## src/rtl/gpr_pkg.sv

```systemverilog
// Purpose: shared constants for the gpio port register bank
// Assumes: 32-bit APB data, one aligned word per register
// Notes:   offsets are byte offsets from either alias base
package gpr_pkg;

	localparam int          PIN_COUNT        = 32;
	localparam int          DATA_W           = 32;
	localparam int          ADDR_W           = 32;
	localparam int          IDX_W            = 5;

	// Alias bases and the size of the decoded window
	localparam logic [31:0] BASE_SECURE      = 32'h5084_2500;
	localparam logic [31:0] BASE_NONSECURE   = 32'h4084_2500;
	localparam logic [11:0] WINDOW_SPAN      = 12'h300;

	// Register offsets
	localparam logic [11:0] OFS_DRIVE_LEVEL  = 12'h004;
	localparam logic [11:0] OFS_DRIVE_SET    = 12'h008;
	localparam logic [11:0] OFS_DRIVE_CLEAR  = 12'h00C;
	localparam logic [11:0] OFS_INPUT_LEVEL  = 12'h010;
	localparam logic [11:0] OFS_DIRECTION    = 12'h014;
	localparam logic [11:0] OFS_DIR_SET      = 12'h018;
	localparam logic [11:0] OFS_DIR_CLEAR    = 12'h01C;
	localparam logic [11:0] OFS_SENSE_HIT    = 12'h020;
	localparam logic [11:0] OFS_NS_DET_SEL   = 12'h024;
	localparam logic [11:0] OFS_SEC_DET_SEL  = 12'h028;
	localparam logic [11:0] OFS_IRQ_STATUS   = 12'h100;
	localparam logic [11:0] OFS_IRQ_ENABLE   = 12'h104;
	localparam logic [11:0] OFS_IRQ_CLEAR    = 12'h108;
	localparam logic [11:0] OFS_PIN_CFG_LO   = 12'h200;
	localparam logic [11:0] OFS_PIN_CFG_HI   = 12'h27C;

	// Reset values
	localparam logic [31:0] RST_DRIVE_LEVEL  = 32'h0000_0000;
	localparam logic [31:0] RST_DIRECTION    = 32'h0000_0000;
	localparam logic [31:0] RST_SENSE_HIT    = 32'h0000_0000;
	localparam logic [31:0] RST_PIN_CFG      = 32'h0000_0000;
	localparam logic        RST_DET_SEL      = 1'b0;
	localparam logic [1:0]  RST_IRQ          = 2'h0;

	// Fields
	localparam int          DET_SEL_BIT      = 0;
	localparam int          SENSE_LSB        = 16;
	localparam logic [1:0]  SENSE_OFF        = 2'h0;
	localparam logic [1:0]  SENSE_HIGH       = 2'h2;
	localparam logic [1:0]  SENSE_LOW        = 2'h3;
	localparam int          IRQ_NS_DETECT    = 0;
	localparam int          IRQ_SEC_DETECT   = 1;
	localparam int          IRQ_W            = 2;

	typedef enum logic [1:0] {
		ST_IDLE,
		ST_FETCH,
		ST_DONE
	} gpr_bus_state_t;

endpackage : gpr_pkg

```

## src/rtl/gpr_cfg_if.sv

```systemverilog
// Purpose: carrier between the register bank and its pin config store
// Assumes: single clock, write and read in the same cycle allowed
// Notes:   bit mask selects which written bits take effect
`timescale 1ns/1ps
interface gpr_cfg_if;
	logic        wr_en;
	logic [4:0]  wr_idx;
	logic [31:0] wr_data;
	logic [31:0] wr_bits;
	logic [4:0]  rd_idx;
	logic [31:0] rd_data;

	modport bank
	(
		output wr_en,
		output wr_idx,
		output wr_data,
		output wr_bits,
		output rd_idx,
		input  rd_data
	);

	modport store
	(
		input  wr_en,
		input  wr_idx,
		input  wr_data,
		input  wr_bits,
		input  rd_idx,
		output rd_data
	);
endinterface : gpr_cfg_if

```

## src/rtl/gpr_cfg_mem.sv

```systemverilog
// Purpose: per-pin configuration word store, registered read port
// Assumes: one write port with bit mask, one read port
// Notes:   read data lags the read index by one clock
`timescale 1ns/1ps
module gpr_cfg_mem
	import gpr_pkg::*;
#(
	parameter int DEPTH = PIN_COUNT
)
(
	input  wire logic clk_in,
	input  wire logic rst_in,
	gpr_cfg_if.store  cfg
);

	logic [31:0] mem_r [DEPTH];
	logic [31:0] rd_r;

	always_ff @(posedge clk_in or posedge rst_in)
	begin
		if (rst_in)
		begin
			for (int i = 0; i < DEPTH; i++)
				mem_r[i] <= RST_PIN_CFG;
		end
		else if (cfg.wr_en)
		begin
			mem_r[cfg.wr_idx] <= (mem_r[cfg.wr_idx] & ~cfg.wr_bits) |
				(cfg.wr_data & cfg.wr_bits);
		end
	end

	always_ff @(posedge clk_in or posedge rst_in)
	begin
		if (rst_in)
			rd_r <= RST_PIN_CFG;
		else
			rd_r <= mem_r[cfg.rd_idx];
	end

	assign cfg.rd_data = rd_r;

endmodule : gpr_cfg_mem

```

## src/rtl/gpr_port.sv

```systemverilog
// Purpose: register bank of a 32-pin general purpose port on APB
// Assumes: secure pin mask comes from logic on the same clock
// Notes:   pin inputs pass a two-flop synchroniser before use
//
// Notes on behaviour
// - The bank is decoded at a secure alias base and at a non-secure alias base.
// - The drive-level register holds one bit per pin, 1 drives high, and resets to zero.
// - Writing 1s to the drive set register sets those drive-level bits, 0s change nothing.
// - Writing 1s to the drive clear register clears those drive-level bits, 0s change nothing.
// - Reading the drive set or clear register returns the drive-level register.
// - A direction register has its own set and clear registers beside it.
// - A sense-hit register records which pins have met their sense criterion.
// - A select register picks direct or latched detect output for non-secure pins.
// - A second select register makes the same choice for secure pins.
// - Per-pin configuration words start at 0x200 and the input level sits at 0x010.
// - Non-secure accesses to secure pins or their registers write nothing and read zero; the irq status, enable and clear registers are open to both.
// - A sense-hit bit clears only on a written 1 and not while its detect is high.
`timescale 1ns/1ps
module gpr_port
	import gpr_pkg::*;
(
	input  wire logic              clk_in,
	input  wire logic              rst_in,
	input  wire logic              psel_in,
	input  wire logic              penable_in,
	input  wire logic              pwrite_in,
	input  wire logic [ADDR_W-1:0] paddr_in,
	input  wire logic [DATA_W-1:0] pwdata_in,
	input  wire logic [3:0]        pstrb_in,
	input  wire logic [2:0]        pprot_in,
	output logic                   pready_out,
	output logic      [DATA_W-1:0] prdata_out,
	output logic                   pslverr_out,
	input  wire logic [31:0]       pin_secure_in,
	input  wire logic [31:0]       pin_level_in,
	output logic      [31:0]       pin_drive_out,
	output logic      [31:0]       pin_drive_en_n_out,
	output logic                   detect_nsec_out,
	output logic                   detect_sec_out,
	output logic                   irq_out
);

	////////////////////////////////////////////////////////////////////
	// Helpers

	function automatic logic [31:0] lane_bits(input logic [3:0] strb);
		return {{8{strb[3]}}, {8{strb[2]}}, {8{strb[1]}}, {8{strb[0]}}};
	endfunction : lane_bits

	function automatic logic in_alias(input logic [31:0] a, input logic [31:0] base);
		logic [31:0] d;
		d = a - base;
		return (a >= base) && (d < {20'h0_0000, WINDOW_SPAN});
	endfunction : in_alias

	////////////////////////////////////////////////////////////////////
	// State

	gpr_bus_state_t state_r;
	logic [31:0]    drive_r;
	logic [31:0]    dir_r;
	logic [31:0]    hit_r;
	logic [31:0]    hit_nxt;
	logic           ns_sel_r;
	logic           sec_sel_r;
	logic [1:0]     sense_r [PIN_COUNT];
	logic [31:0]    sync1_r;
	logic [31:0]    sync2_r;
	logic [31:0]    detect_r;
	logic [31:0]    detect_d_r;
	logic           gap_r;
	logic [IRQ_W-1:0] irq_stat_r;
	logic [IRQ_W-1:0] irq_en_r;
	logic           det_ns_d_r;
	logic           det_sec_d_r;
	logic [31:0]    rdata_r;

	gpr_cfg_if cfg();

	gpr_cfg_mem #(
		.DEPTH (PIN_COUNT)
	) u_cfg (
		.clk_in (clk_in),
		.rst_in (rst_in),
		.cfg    (cfg)
	);

	////////////////////////////////////////////////////////////////////
	// Decode

	logic        hit_s;
	logic        hit_ns;
	logic        ns_acc;
	logic [11:0] ofs;
	logic [31:0] pin_ok;
	logic [31:0] wbits;
	logic        wr_go;
	logic        is_cfg;
	logic [4:0]  cfg_idx;

	assign hit_s   = in_alias(paddr_in, BASE_SECURE);
	assign hit_ns  = in_alias(paddr_in, BASE_NONSECURE);
	assign ns_acc  = hit_ns | pprot_in[1];
	assign ofs     = hit_s ? 12'(paddr_in - BASE_SECURE) : 12'(paddr_in - BASE_NONSECURE);
	// Non-secure sees only non-secure pins
	assign pin_ok  = ns_acc ? ~pin_secure_in : 32'hFFFF_FFFF;
	assign wbits   = lane_bits(pstrb_in) & pin_ok;
	assign wr_go   = psel_in & penable_in & pwrite_in & (state_r == ST_DONE) &
		(hit_s | hit_ns) & (ofs[1:0] == 2'h0);
	assign is_cfg  = (ofs >= OFS_PIN_CFG_LO) && (ofs <= OFS_PIN_CFG_HI);
	assign cfg_idx = ofs[6:2];

	logic wr_drive;
	logic wr_dset;
	logic wr_dclr;
	logic wr_dir;
	logic wr_direction_set_reg;
	logic wr_direction_clear_reg;
	logic wr_hit;
	logic wr_nssel;
	logic wr_secsel;
	logic wr_irqen;
	logic wr_irqclr;
	logic cfg_allowed;

	always_comb
	begin
		wr_drive  = 1'b0;
		wr_dset   = 1'b0;
		wr_dclr   = 1'b0;
		wr_dir    = 1'b0;
		wr_direction_set_reg = 1'b0;
		wr_direction_clear_reg = 1'b0;
		wr_hit    = 1'b0;
		wr_nssel  = 1'b0;
		wr_secsel = 1'b0;
		wr_irqen  = 1'b0;
		wr_irqclr = 1'b0;
		if (!wr_go)
			wr_drive = 1'b0;
		else if (ofs == OFS_DRIVE_LEVEL)
			wr_drive = 1'b1;
		else if (ofs == OFS_DRIVE_SET)
			wr_dset = 1'b1;
		else if (ofs == OFS_DRIVE_CLEAR)
			wr_dclr = 1'b1;
		else if (ofs == OFS_DIRECTION)
			wr_dir = 1'b1;
		else if (ofs == OFS_DIR_SET)
			wr_direction_set_reg = 1'b1;
		else if (ofs == OFS_DIR_CLEAR)
			wr_direction_clear_reg = 1'b1;
		else if (ofs == OFS_SENSE_HIT)
			wr_hit = 1'b1;
		else if (ofs == OFS_NS_DET_SEL)
			wr_nssel = 1'b1;
		else if (ofs == OFS_SEC_DET_SEL)
			wr_secsel = !ns_acc;
		else if (ofs == OFS_IRQ_ENABLE)
			wr_irqen = 1'b1;
		else if (ofs == OFS_IRQ_CLEAR)
			wr_irqclr = 1'b1;
	end

	// Secure pin words are closed to non-secure masters
	assign cfg_allowed = is_cfg && !(ns_acc && pin_secure_in[cfg_idx]);
	assign cfg.wr_en   = wr_go & cfg_allowed;
	assign cfg.wr_idx  = cfg_idx;
	assign cfg.wr_data = pwdata_in;
	assign cfg.wr_bits = lane_bits(pstrb_in);
	assign cfg.rd_idx  = cfg_idx;

	////////////////////////////////////////////////////////////////////
	// Drive and direction

	always_ff @(posedge clk_in or posedge rst_in)
	begin
		if (rst_in)
			drive_r <= RST_DRIVE_LEVEL;
		else if (wr_drive)
			drive_r <= (drive_r & ~wbits) | (pwdata_in & wbits);
		else if (wr_dset)
			drive_r <= drive_r | (pwdata_in & wbits);
		else if (wr_dclr)
			drive_r <= drive_r & ~(pwdata_in & wbits);
	end

	always_ff @(posedge clk_in or posedge rst_in)
	begin
		if (rst_in)
			dir_r <= RST_DIRECTION;
		else if (wr_dir)
			dir_r <= (dir_r & ~wbits) | (pwdata_in & wbits);
		else if (wr_direction_set_reg)
			dir_r <= dir_r | (pwdata_in & wbits);
		else if (wr_direction_clear_reg)
			dir_r <= dir_r & ~(pwdata_in & wbits);
	end

	assign pin_drive_out      = drive_r;
	assign pin_drive_en_n_out = ~dir_r;

	////////////////////////////////////////////////////////////////////
	// Sense and detect

	// Shadow of the sense fields so all pins compare at once
	always_ff @(posedge clk_in or posedge rst_in)
	begin
		if (rst_in)
		begin
			for (int i = 0; i < PIN_COUNT; i++)
				sense_r[i] <= RST_PIN_CFG[SENSE_LSB +: 2];
		end
		else if (cfg.wr_en)
		begin
			for (int b = 0; b < 2; b++)
				if (cfg.wr_bits[SENSE_LSB + b])
					sense_r[cfg_idx][b] <= pwdata_in[SENSE_LSB + b];
		end
	end

	always_ff @(posedge clk_in or posedge rst_in)
	begin
		if (rst_in)
		begin
			sync1_r <= 32'h0000_0000;
			sync2_r <= 32'h0000_0000;
		end
		else
		begin
			sync1_r <= pin_level_in;
			sync2_r <= sync1_r;
		end
	end

	always_ff @(posedge clk_in or posedge rst_in)
	begin
		if (rst_in)
		begin
			detect_r   <= 32'h0000_0000;
			detect_d_r <= 32'h0000_0000;
		end
		else
		begin
			for (int i = 0; i < PIN_COUNT; i++)
				detect_r[i] <= ((sense_r[i] == SENSE_HIGH) && sync2_r[i]) ||
					((sense_r[i] == SENSE_LOW) && !sync2_r[i]);
			detect_d_r <= detect_r;
		end
	end

	// Set wins; a clear is refused while detect is high
	always_comb
	begin
		hit_nxt = hit_r;
		if (wr_hit)
			hit_nxt = hit_nxt & ~(pwdata_in & wbits & ~detect_r);
		hit_nxt = hit_nxt | (detect_r & ~detect_d_r);
	end

	always_ff @(posedge clk_in or posedge rst_in)
	begin
		if (rst_in)
			hit_r <= RST_SENSE_HIT;
		else
			hit_r <= hit_nxt;
	end

	// One low cycle after a clear so leftover flags make a fresh edge
	always_ff @(posedge clk_in or posedge rst_in)
	begin
		if (rst_in)
			gap_r <= 1'b0;
		else
			gap_r <= wr_hit;
	end

	always_ff @(posedge clk_in or posedge rst_in)
	begin
		if (rst_in)
		begin
			ns_sel_r  <= RST_DET_SEL;
			sec_sel_r <= RST_DET_SEL;
		end
		else
		begin
			if (wr_nssel && wbits[DET_SEL_BIT])
				ns_sel_r <= pwdata_in[DET_SEL_BIT];
			if (wr_secsel && wbits[DET_SEL_BIT])
				sec_sel_r <= pwdata_in[DET_SEL_BIT];
		end
	end

	logic lat_ns;
	logic lat_sec;

	assign lat_ns  = |(hit_r & ~pin_secure_in) & ~gap_r;
	assign lat_sec = |(hit_r & pin_secure_in) & ~gap_r;
	assign detect_nsec_out = ns_sel_r ? lat_ns : |(detect_r & ~pin_secure_in);
	assign detect_sec_out  = sec_sel_r ? lat_sec : |(detect_r & pin_secure_in);

	////////////////////////////////////////////////////////////////////
	// Interrupts

	logic [IRQ_W-1:0] irq_set;

	assign irq_set[IRQ_NS_DETECT]  = detect_nsec_out & ~det_ns_d_r;
	assign irq_set[IRQ_SEC_DETECT] = detect_sec_out & ~det_sec_d_r;

	always_ff @(posedge clk_in or posedge rst_in)
	begin
		if (rst_in)
		begin
			det_ns_d_r  <= 1'b0;
			det_sec_d_r <= 1'b0;
			irq_stat_r  <= RST_IRQ;
			irq_en_r    <= RST_IRQ;
		end
		else
		begin
			det_ns_d_r  <= detect_nsec_out;
			det_sec_d_r <= detect_sec_out;
			// Set beats a clear in the same cycle
			irq_stat_r  <= (irq_stat_r &
				~(wr_irqclr ? pwdata_in[IRQ_W-1:0] : RST_IRQ)) | irq_set;
			if (wr_irqen)
				irq_en_r <= pwdata_in[IRQ_W-1:0];
		end
	end

	assign irq_out = |(irq_stat_r & irq_en_r);

	////////////////////////////////////////////////////////////////////
	// APB answer: one fetch cycle so config reads come from the store

	logic [31:0] rd_mux;

	always_comb
	begin
		rd_mux = 32'h0000_0000;
		if (!(hit_s | hit_ns) || (ofs[1:0] != 2'h0))
			rd_mux = 32'h0000_0000;
		else if (ofs == OFS_DRIVE_LEVEL || ofs == OFS_DRIVE_SET || ofs == OFS_DRIVE_CLEAR)
			rd_mux = drive_r & pin_ok;
		else if (ofs == OFS_INPUT_LEVEL)
			rd_mux = sync2_r & pin_ok;
		else if (ofs == OFS_DIRECTION || ofs == OFS_DIR_SET || ofs == OFS_DIR_CLEAR)
			rd_mux = dir_r & pin_ok;
		else if (ofs == OFS_SENSE_HIT)
			rd_mux = hit_r & pin_ok;
		else if (ofs == OFS_NS_DET_SEL)
			rd_mux = {31'h0000_0000, ns_sel_r};
		else if (ofs == OFS_SEC_DET_SEL)
			rd_mux = {31'h0000_0000, sec_sel_r & ~ns_acc};
		else if (ofs == OFS_IRQ_STATUS)
			rd_mux = {30'h0000_0000, irq_stat_r};
		else if (ofs == OFS_IRQ_ENABLE)
			rd_mux = {30'h0000_0000, irq_en_r};
		else if (cfg_allowed)
			rd_mux = cfg.rd_data;
	end

	always_ff @(posedge clk_in or posedge rst_in)
	begin
		if (rst_in)
			state_r <= ST_IDLE;
		else
		begin
			case (state_r)
				ST_IDLE:
					if (psel_in)
						state_r <= ST_FETCH;
				ST_FETCH:
					if (psel_in && penable_in)
						state_r <= ST_DONE;
				ST_DONE:
					state_r <= ST_IDLE;
				default:
					state_r <= ST_IDLE;
			endcase
		end
	end

	always_ff @(posedge clk_in or posedge rst_in)
	begin
		if (rst_in)
			rdata_r <= 32'h0000_0000;
		else if (state_r == ST_FETCH && psel_in && penable_in && !pwrite_in)
			rdata_r <= rd_mux;
	end

	assign pready_out  = (state_r == ST_DONE);
	assign prdata_out  = rdata_r;
	assign pslverr_out = 1'b0;

endmodule : gpr_port

```

## config.mk

```make
export PLATFORM = sky130hd
export DESIGN_NAME = gpr_port
export DESIGN_NICKNAME = d
export VERILOG_FILES = /design/src/rtl/gpr_pkg.sv /design/src/rtl/gpr_cfg_if.sv /design/src/rtl/gpr_cfg_mem.sv /design/src/rtl/gpr_port.sv
export SDC_FILE = /design/constraint.sdc
export NUM_CORES = 2
export LEC_CHECK = 0
export ABC_AREA = 1
export BUFFER_PORTS_ARGS = -buffer_cell sky130_fd_sc_hd__buf_2
export CORE_MARGIN = 2
export CORE_UTILIZATION = 40
export DETAILED_ROUTE_END_ITERATION = 12
export GPL_TIMING_DRIVEN = 0
export SLEW_MARGIN = 20
export SYNTH_ARGS = -nofsm -noshare
export SYNTH_HDL_FRONTEND = slang
export SYNTH_SLANG_ARGS = --single-unit
```

## constraint.sdc

```tcl
create_clock -name clk_in -period 78.1 [get_ports clk_in]
set_input_delay 0 -clock clk_in [delete_from_list [all_inputs] [get_ports clk_in]]
set_output_delay 0 -clock clk_in [all_outputs]
set_load 0.01 [all_outputs]
```

**Word level (Yosys, flattened, before mapping)**

Index checks and enable logic that the tools add are counted.

- Word-level logic and storage cells: 507
- Bits in registers: 1387
- Bits of input ports: 140

- Reductions and logical operators: 160
- Bitwise gates (word level): 55
- Mux-type cells: 119
- Equality and inequality tests: 81
- Magnitude comparators: 9
- Add/sub/neg operators: 2

Operators with widths:

| operator | count |
|---|---|
| 1024-bit bitwise mux | 1 |
| 32-bit two-way mux | 21 |
| 32-bit AND | 19 |
| 32-bit inverter | 8 |
| 64-bit two-way mux | 3 |
| 32-bit OR | 6 |
| 32-bit binary-select mux with 5-bit select | 1 |
| 32-bit demux with 5-bit select | 1 |
| 2-bit == test (second input constant) | 65 |
| 64-bit bitwise mux | 2 |
| 32-bit OR reduction | 4 |
| 1-bit two-way mux | 81 |
| 1-bit logical AND | 76 |
| 32-bit by 31-bit greater-or-equal comparator with 1-bit output (second input constant) | 2 |
| 32-bit by 10-bit less-than comparator with 1-bit output (second input constant) | 2 |
| 32-bit by 31-bit subtractor with 32-bit output (second input constant) | 2 |
| 12-bit by 5-bit == test with 1-bit output (second input constant) | 4 |
| 1-bit logical OR | 37 |
| 12-bit by 6-bit == test with 1-bit output (second input constant) | 3 |
| 12-bit by 9-bit == test with 1-bit output (second input constant) | 3 |
| 1-bit logical NOT | 36 |
| 12-bit by 4-bit == test with 1-bit output (second input constant) | 2 |
| 2-bit demux with 5-bit select | 2 |
| 12-bit by 3-bit == test with 1-bit output (second input constant) | 1 |
| 23 further kinds | 44 |

**Longest topological paths before layout**

- Depth after elaboration: 21
- Mapped depth: 27
- Mapped depth without buffers: 27

**Modules after synthesis**

A second synthesis with hierarchy kept.

- Cell total of the unflattened synthesis: 12250
- Area total of the unflattened synthesis: 79746.5 sq um

Modules (own cells, without submodules):

| module | area each (sq um) | seq. area each (sq um) | instances | cells an instance |
|---|---|---|---|---|
| gpr_cfg_mem | 62361.1 | 26425.3 | 1 | 9842 |
| gpr_port | 17385.4 | 8282.9 | 1 | 2408 |

**Least setup slack after synthesis**

OpenSTA, ideal clock, no wires.

- Path type: input to register
- Start point: input paddr_in[9]
- End point: register u_cfg.mem_r[512] in the netlist's numbering
- Required time: 77.968 ns
- Path slack: 75.572 ns
- Path buffers: 2
- Setup time: 0.132 ns
- Arrival time: 2.396 ns
- Stages on the path: 22
- Cell sequence: inv_1 -> ha_1 -> inv_1 -> nand2_2 -> nand2_2 -> nand2_2 -> nand2_1 -> nand2_1 -> a21oi_1 -> inv_2 -> nand3_1 -> or3_1 -> nor2_1 -> nand3b_1 -> nand2_1 -> nand3_2 -> nor2_8 -> buf_6 -> nand2_4 -> buf_2 -> nand2_1 -> o21ai_1

- Word-level cells in the longest chain between the ends: 11
- Elaborated cells between the ends (all ways): 35
- Those cells by class: add/sub (2); order compare (8); mux (9); bitwise (8); reduce/logical (8)

RTL lines:

| what | line | source |
|---|---|---|
| start: declaration | gpr_port.sv:27 | `input wire logic [ADDR_W-1:0] paddr_in,` |
| 32-bit by 31-bit subtractor with 32-bit output | gpr_port.sv:104 | `assign ofs = hit_s ? 12'(paddr_in - BASE_SECURE) : 12'(paddr_in - BASE_NONSECURE);` |
| 32-bit by 10-bit less-than comparator with 1-bit output | gpr_port.sv:53 | `return (a >= base) && (d < {20'h0_0000, WINDOW_SPAN});` |
| 1-bit logical AND | gpr_port.sv:53 |  |
| 12-bit two-way mux | gpr_port.sv:104 |  |
| 5-bit inverter with 6-bit output | gpr_cfg_mem.sv:28 | `mem_r[cfg.wr_idx] <= (mem_r[cfg.wr_idx] & ~cfg.wr_bits) \|` |
| 32-bit binary-select mux with 5-bit select | gpr_cfg_mem.sv:28 |  |
| 32-bit two-way mux (implied by the code) (2 in series) | gpr_cfg_mem.sv:28 |  |
| 32-bit AND | gpr_cfg_mem.sv:28 |  |
| 32-bit OR | gpr_cfg_mem.sv:28 |  |
| 1024-bit bitwise mux | gpr_cfg_mem.sv:28 |  |
| end signal: indexed assignment | gpr_cfg_mem.sv:28 |  |
| end: declaration | gpr_cfg_mem.sv:16 | `logic [31:0] mem_r [DEPTH];` |

Several ways; a longest one is shown, not always the timed one. The select of a mux whose other input is x is not followed.
A chain may end at the register's enable or synchronous reset.

**Final worst setup path**

- Start point: input paddr_in[6]
- End point: register rdata_r[11] (netlist: prdata_out[11])

- Word-level cells in the longest chain between the ends: 19
- Elaborated cells between the ends (all ways): 53
- Those cells by class: add/sub (2); order compare (6); eq/ne (12); mux (14); bitwise (6); reduce/logical (13)

RTL lines:

| what | line | source |
|---|---|---|
| 32-bit by 31-bit subtractor with 32-bit output | gpr_port.sv:104 |  |
| 32-bit by 10-bit less-than comparator with 1-bit output | gpr_port.sv:53 |  |
| 1-bit logical AND | gpr_port.sv:53 |  |
| 12-bit two-way mux | gpr_port.sv:104 |  |
| 1-bit binary-select mux with 5-bit select | gpr_port.sv:166 | `assign cfg_allowed = is_cfg && !(ns_acc && pin_secure_in[cfg_idx]);` |
| 1-bit two-way mux (implied by the code) | gpr_port.sv:166 |  |
| 1-bit logical AND | gpr_port.sv:166 |  |
| 1-bit logical NOT | gpr_port.sv:166 |  |
| (+3 left out) | - |  |
| 32-bit two-way mux | gpr_port.sv:355 | `else if (ofs == OFS_IRQ_STATUS)` |
| 32-bit two-way mux | gpr_port.sv:353 | `else if (ofs == OFS_SEC_DET_SEL)` |
| 32-bit two-way mux | gpr_port.sv:351 | `else if (ofs == OFS_NS_DET_SEL)` |
| 32-bit two-way mux | gpr_port.sv:349 | `else if (ofs == OFS_SENSE_HIT)` |
| 32-bit two-way mux | gpr_port.sv:347 | `else if (ofs == OFS_DIRECTION \|\| ofs == OFS_DIR_SET \|\| ofs == OFS_DIR_CLEAR)` |
| 32-bit two-way mux | gpr_port.sv:345 | `else if (ofs == OFS_INPUT_LEVEL)` |
| 32-bit two-way mux | gpr_port.sv:343 | `else if (ofs == OFS_DRIVE_LEVEL \|\| ofs == OFS_DRIVE_SET \|\| ofs == OFS_DRIVE_CLEAR)` |
| 32-bit two-way mux * | gpr_port.sv:341 | `if (!(hit_s \| hit_ns) \|\| (ofs[1:0] != 2'h0))` |
| end signal: assignment | gpr_port.sv:389 | `rdata_r <= rd_mux;` |
| end: declaration | gpr_port.sv:76 | `logic [31:0] rdata_r;` |

Every way passes the cells marked *; elsewhere a longest branch is shown, timed or not. The select of a mux whose other input is x is not followed.

==> results.yml <==
run_status:
  outcome: "finished clean"
place:
  gp_congestion: 1.02
  place_area_um2: 66800
  dp_hpwl_um: 235000
  io_buffers: 230
  pre_cts_slack_ns: 72.11
synth:
  yosysMostFrequentCell: "nand2_1"
  syn_nets: 7214
  synth_top_area_share_pct: 55.9
  ys_seq_area_share_pct: 55.9
  synth.cells.most_frequent: "1839 x nand2_1, 1387 x dfrtp_1, 919 x o21ai_1"
  synth_area_leaders: "dfrtp_1 56%, nand2_1 11%, o21ai_1 7.4%"
  ys_async_sr_fraction_pct: 100
  synth_area_um2: 62100
  yosys_warnings: 0
  synth_cell_type_count: 55
  synth-main-ff-cell: "dfrtp_1"
  synth-edff-count: 0
  synth.avg_cell_area_um2: 8.78
  syn_inst: 7069
  synth_seq_cells: 1387
  synth_area_leader_cell: "dfrtp_1"
clocking:
  cts_tree: "built"
  clk_path_buf_depth: 3
  h-tree-depth: 4
  clock_latency_ns: 0.83
  cts_buffers: 154
  cts_root_buffer: "clkbuf_16"
  cts.sinks: 1387
  clkTransAtPathRegs_ns: 0.06
  post_cts_resized: 0
setup_path:
  slowest_stage: "nor2_1"
  cp_cell_sequence: "dlygate4sd3_1 > buf_2 > nor2_1 > inv_1 > nor2_1 > inv_1 > nor2_1 > inv_1 > nor2_1 > inv_1 > nor2_1 > inv_1 > nor2_1 > clkbuf_1 > a21oi_1 > o22ai_1 > o21ai_0 > nand3_1 > nand2_1 > nand2_1"
  worstPathArrival_ns: 6.85
  path_class: "in -> reg"
  cp_data_required_time_ns: 78.86
  reg2regPathDepth: 7
  r2r_setup_slack_ns: 73.83
  cp_top_family: "simple AND/OR/NAND/NOR gates"
  reg2reg_to: "u_cfg.mem_r[668]$_DFFE_PP0P_"
  cp_num_buf_inv: 8
  crit_path_end_kind: "flop"
  timing.rr.start: "u_cfg.mem_r[636]$_DFFE_PP0P_"
  cp_max_fo: 10
  cpMostUsedCell: "nor2_1"
  worst_setup_path_start_kind: "primary input"
  crit_path_max_incr_delay_ns: 0.91
final_layout:
  nNetsFinal: 7813
  area_growth_pct: 19.0
  nFillCells: 15000
  drive_gt1_share_pct: 11.4
  design_area_um2: 73900
global_route:
  grt_pass1_wl_um: 440000
  antenna_found_initial: 16
  grt_max_degree: 104
  grt_pass1_vias: 57100
  overflow: 0
  grtUsageTotal_pct: 39.5
power:
  p_leak_nw: 33.3
  power_density_nw_per_um2: 22.1
  total_power_mw: 1.63
  ir_drop_mv: 0.0237
floorplan:
  initial_core_util_pct: 40.3
  coreArea_um2: 154000
  dieWidth_um: 398
  io_pins: 241
  die-area_um2: 158000
  rows: 144
  fp.dieH_um: 398
routing:
  avgRoutedWirePerCell_um: 32.2
  vias_per_cell: 6.13
  drt-pass1-iter-count: 8
  routed-via-count: 60300
  drc: 0
  drt-initial-drc-count: 9178
  routed_wl_um: 317000
  antenna_left: 0
timing:
  fin_crit_sh_pct: 7.80
  drv_slew: 0
  min_period_ns: 6.09
  timing.final.ws_setup_ns: 72.01
  maxSlewHeadroom_pct: 10.1
  tightest_slew_ns: 1.35
  fmax_mhz: 164
  rsz0062_at_grt: "no"
  fin_setup_tns_ns: 0
  finalHoldViolations: 0
  fin_skew_ns: 0.0418
  setup_viol: 0
  holdWs_ns: 0.0213
hold_path:
  whs_path_depth: 6
  min_from: "paddr_in[27]"
  whs_endpoint: "gap_r$_DFF_PP0_"
  hold_class: "in -> reg"
run:
  drv_cap: 0
cell usage in the layout, fill, tap and decap left out, drive strengths merged, types with 13 or more instances in the layout:
master and instances:
o21a 30, o22ai 78, a311oi 16, a221oi 35, buf 513, o2111ai 13, inv 365, nor3 91
nand2 1882, a31oi 31, bufinv 13, clkbuf 513, o31ai 17, a21oi 253, clkinv 31, a22oi 408
nor4 14, diode 15, dfrtp 1387, dlygate4sd3 175, nor2 258, a22o 19, nand3 222, o21ai 1296
nand4 64
layout make-up:
type / instances / area (µm²) / area share (%)
repair buffers: 443 / 3780 / 5.11
well taps: 2044 / 2560 / 3.46
clock inverters: 51 / 808 / 1.09
multi-input cells: 4789 / 23600 / 31.9
plain buffers: 531 / 2600 / 3.51
diodes: 15 / 37.5 / 0.0508
flip-flops and latches: 1387 / 34700 / 47.0
clock buffers: 227 / 4450 / 6.02
inverters: 362 / 1370 / 1.85
report_power, final:
group	leakage, nW	internal [mW]	switching (mW)
clock	2.56	0.442	0.327
sequential	18.8	0.722	0.00356
combinational	12.0	0.0245	0.112
how the worst max path moves through the flow:
stage	cells past startpoint	from	slack (ns)	to
after floorplan	1	rst_in	38.99	asynchronous set/reset pin
after global placement	2	rst_in	23.03	u_cfg.mem_r[833]$_DFFE_PP0P_
after detailed placement	19	paddr_in[6]	72.11	prdata_out[11]$_DFFE_PP0P_
after CTS	20	paddr_in[6]	72.40	prdata_out[11]$_DFFE_PP0P_
after global routing	20	paddr_in[6]	72.11	prdata_out[12]$_DFFE_PP0P_
final	20	paddr_in[6]	72.01	prdata_out[11]$_DFFE_PP0P_
per-layer routing:
| layer | GRT usage, % | vias up | wire length [µm] |
|---|---|---|---|
| li1 | - | 25400 | - |
| met1 | 50.9 | 29900 | 120000 |
| met2 | 58.0 | 4079 | 136000 |
| met3 | 11.4 | 981 | 37700 |
| met4 | 25.8 | 20 | 23600 |
| met5 | 0 | - | 136 |
worst min-delay path, delay by kind of cell:
kind | cells | cell delay (ns)
and+or+nand+nor | 5 | 0.68
buffers and inverters | 1 | 0.11
through the flow:
step                instances  utilization [%]
floorplan                7069                -
CTS                      9834             47.9
detailed placement       9381             43.4
global placement         9343             42.7
global route             9834             47.9
finish                   9849             48.0
cell families after synthesis:
family	Yosys count	synth area share, %
AO/OA/AOI/OAI	2236	20.8
XOR/XNOR	4	0.0564
adder cells (fa/ha/maj)	5	0.101
buffers and inverters	893	6.19
flip-flops	1387	55.9
multiplexers	1	0.0161
other	1	0.00604
AND/OR/NAND/NOR	2542	16.9
flip-flops by register name, summed over array words and instances, names as in the netlist, 2 cells and up, named ones only:
name and cells:
u_cfg.mem_r 1024, sense_r 64, detect_d_r 32, detect_r 32, hit_r 32, prdata_out 32
sync1_r 32, sync2_r 32, u_cfg.cfg.rd_data 32, irq_en_r 2, irq_stat_r 2, state_r 2
timing repair:
action	4_1_cts	5_1_grt
setup buffers	0	0
hold buffers	175	0
endpoints found under the hold margin	620	0
No activity file was read; power rests on OpenSTA's default activity.
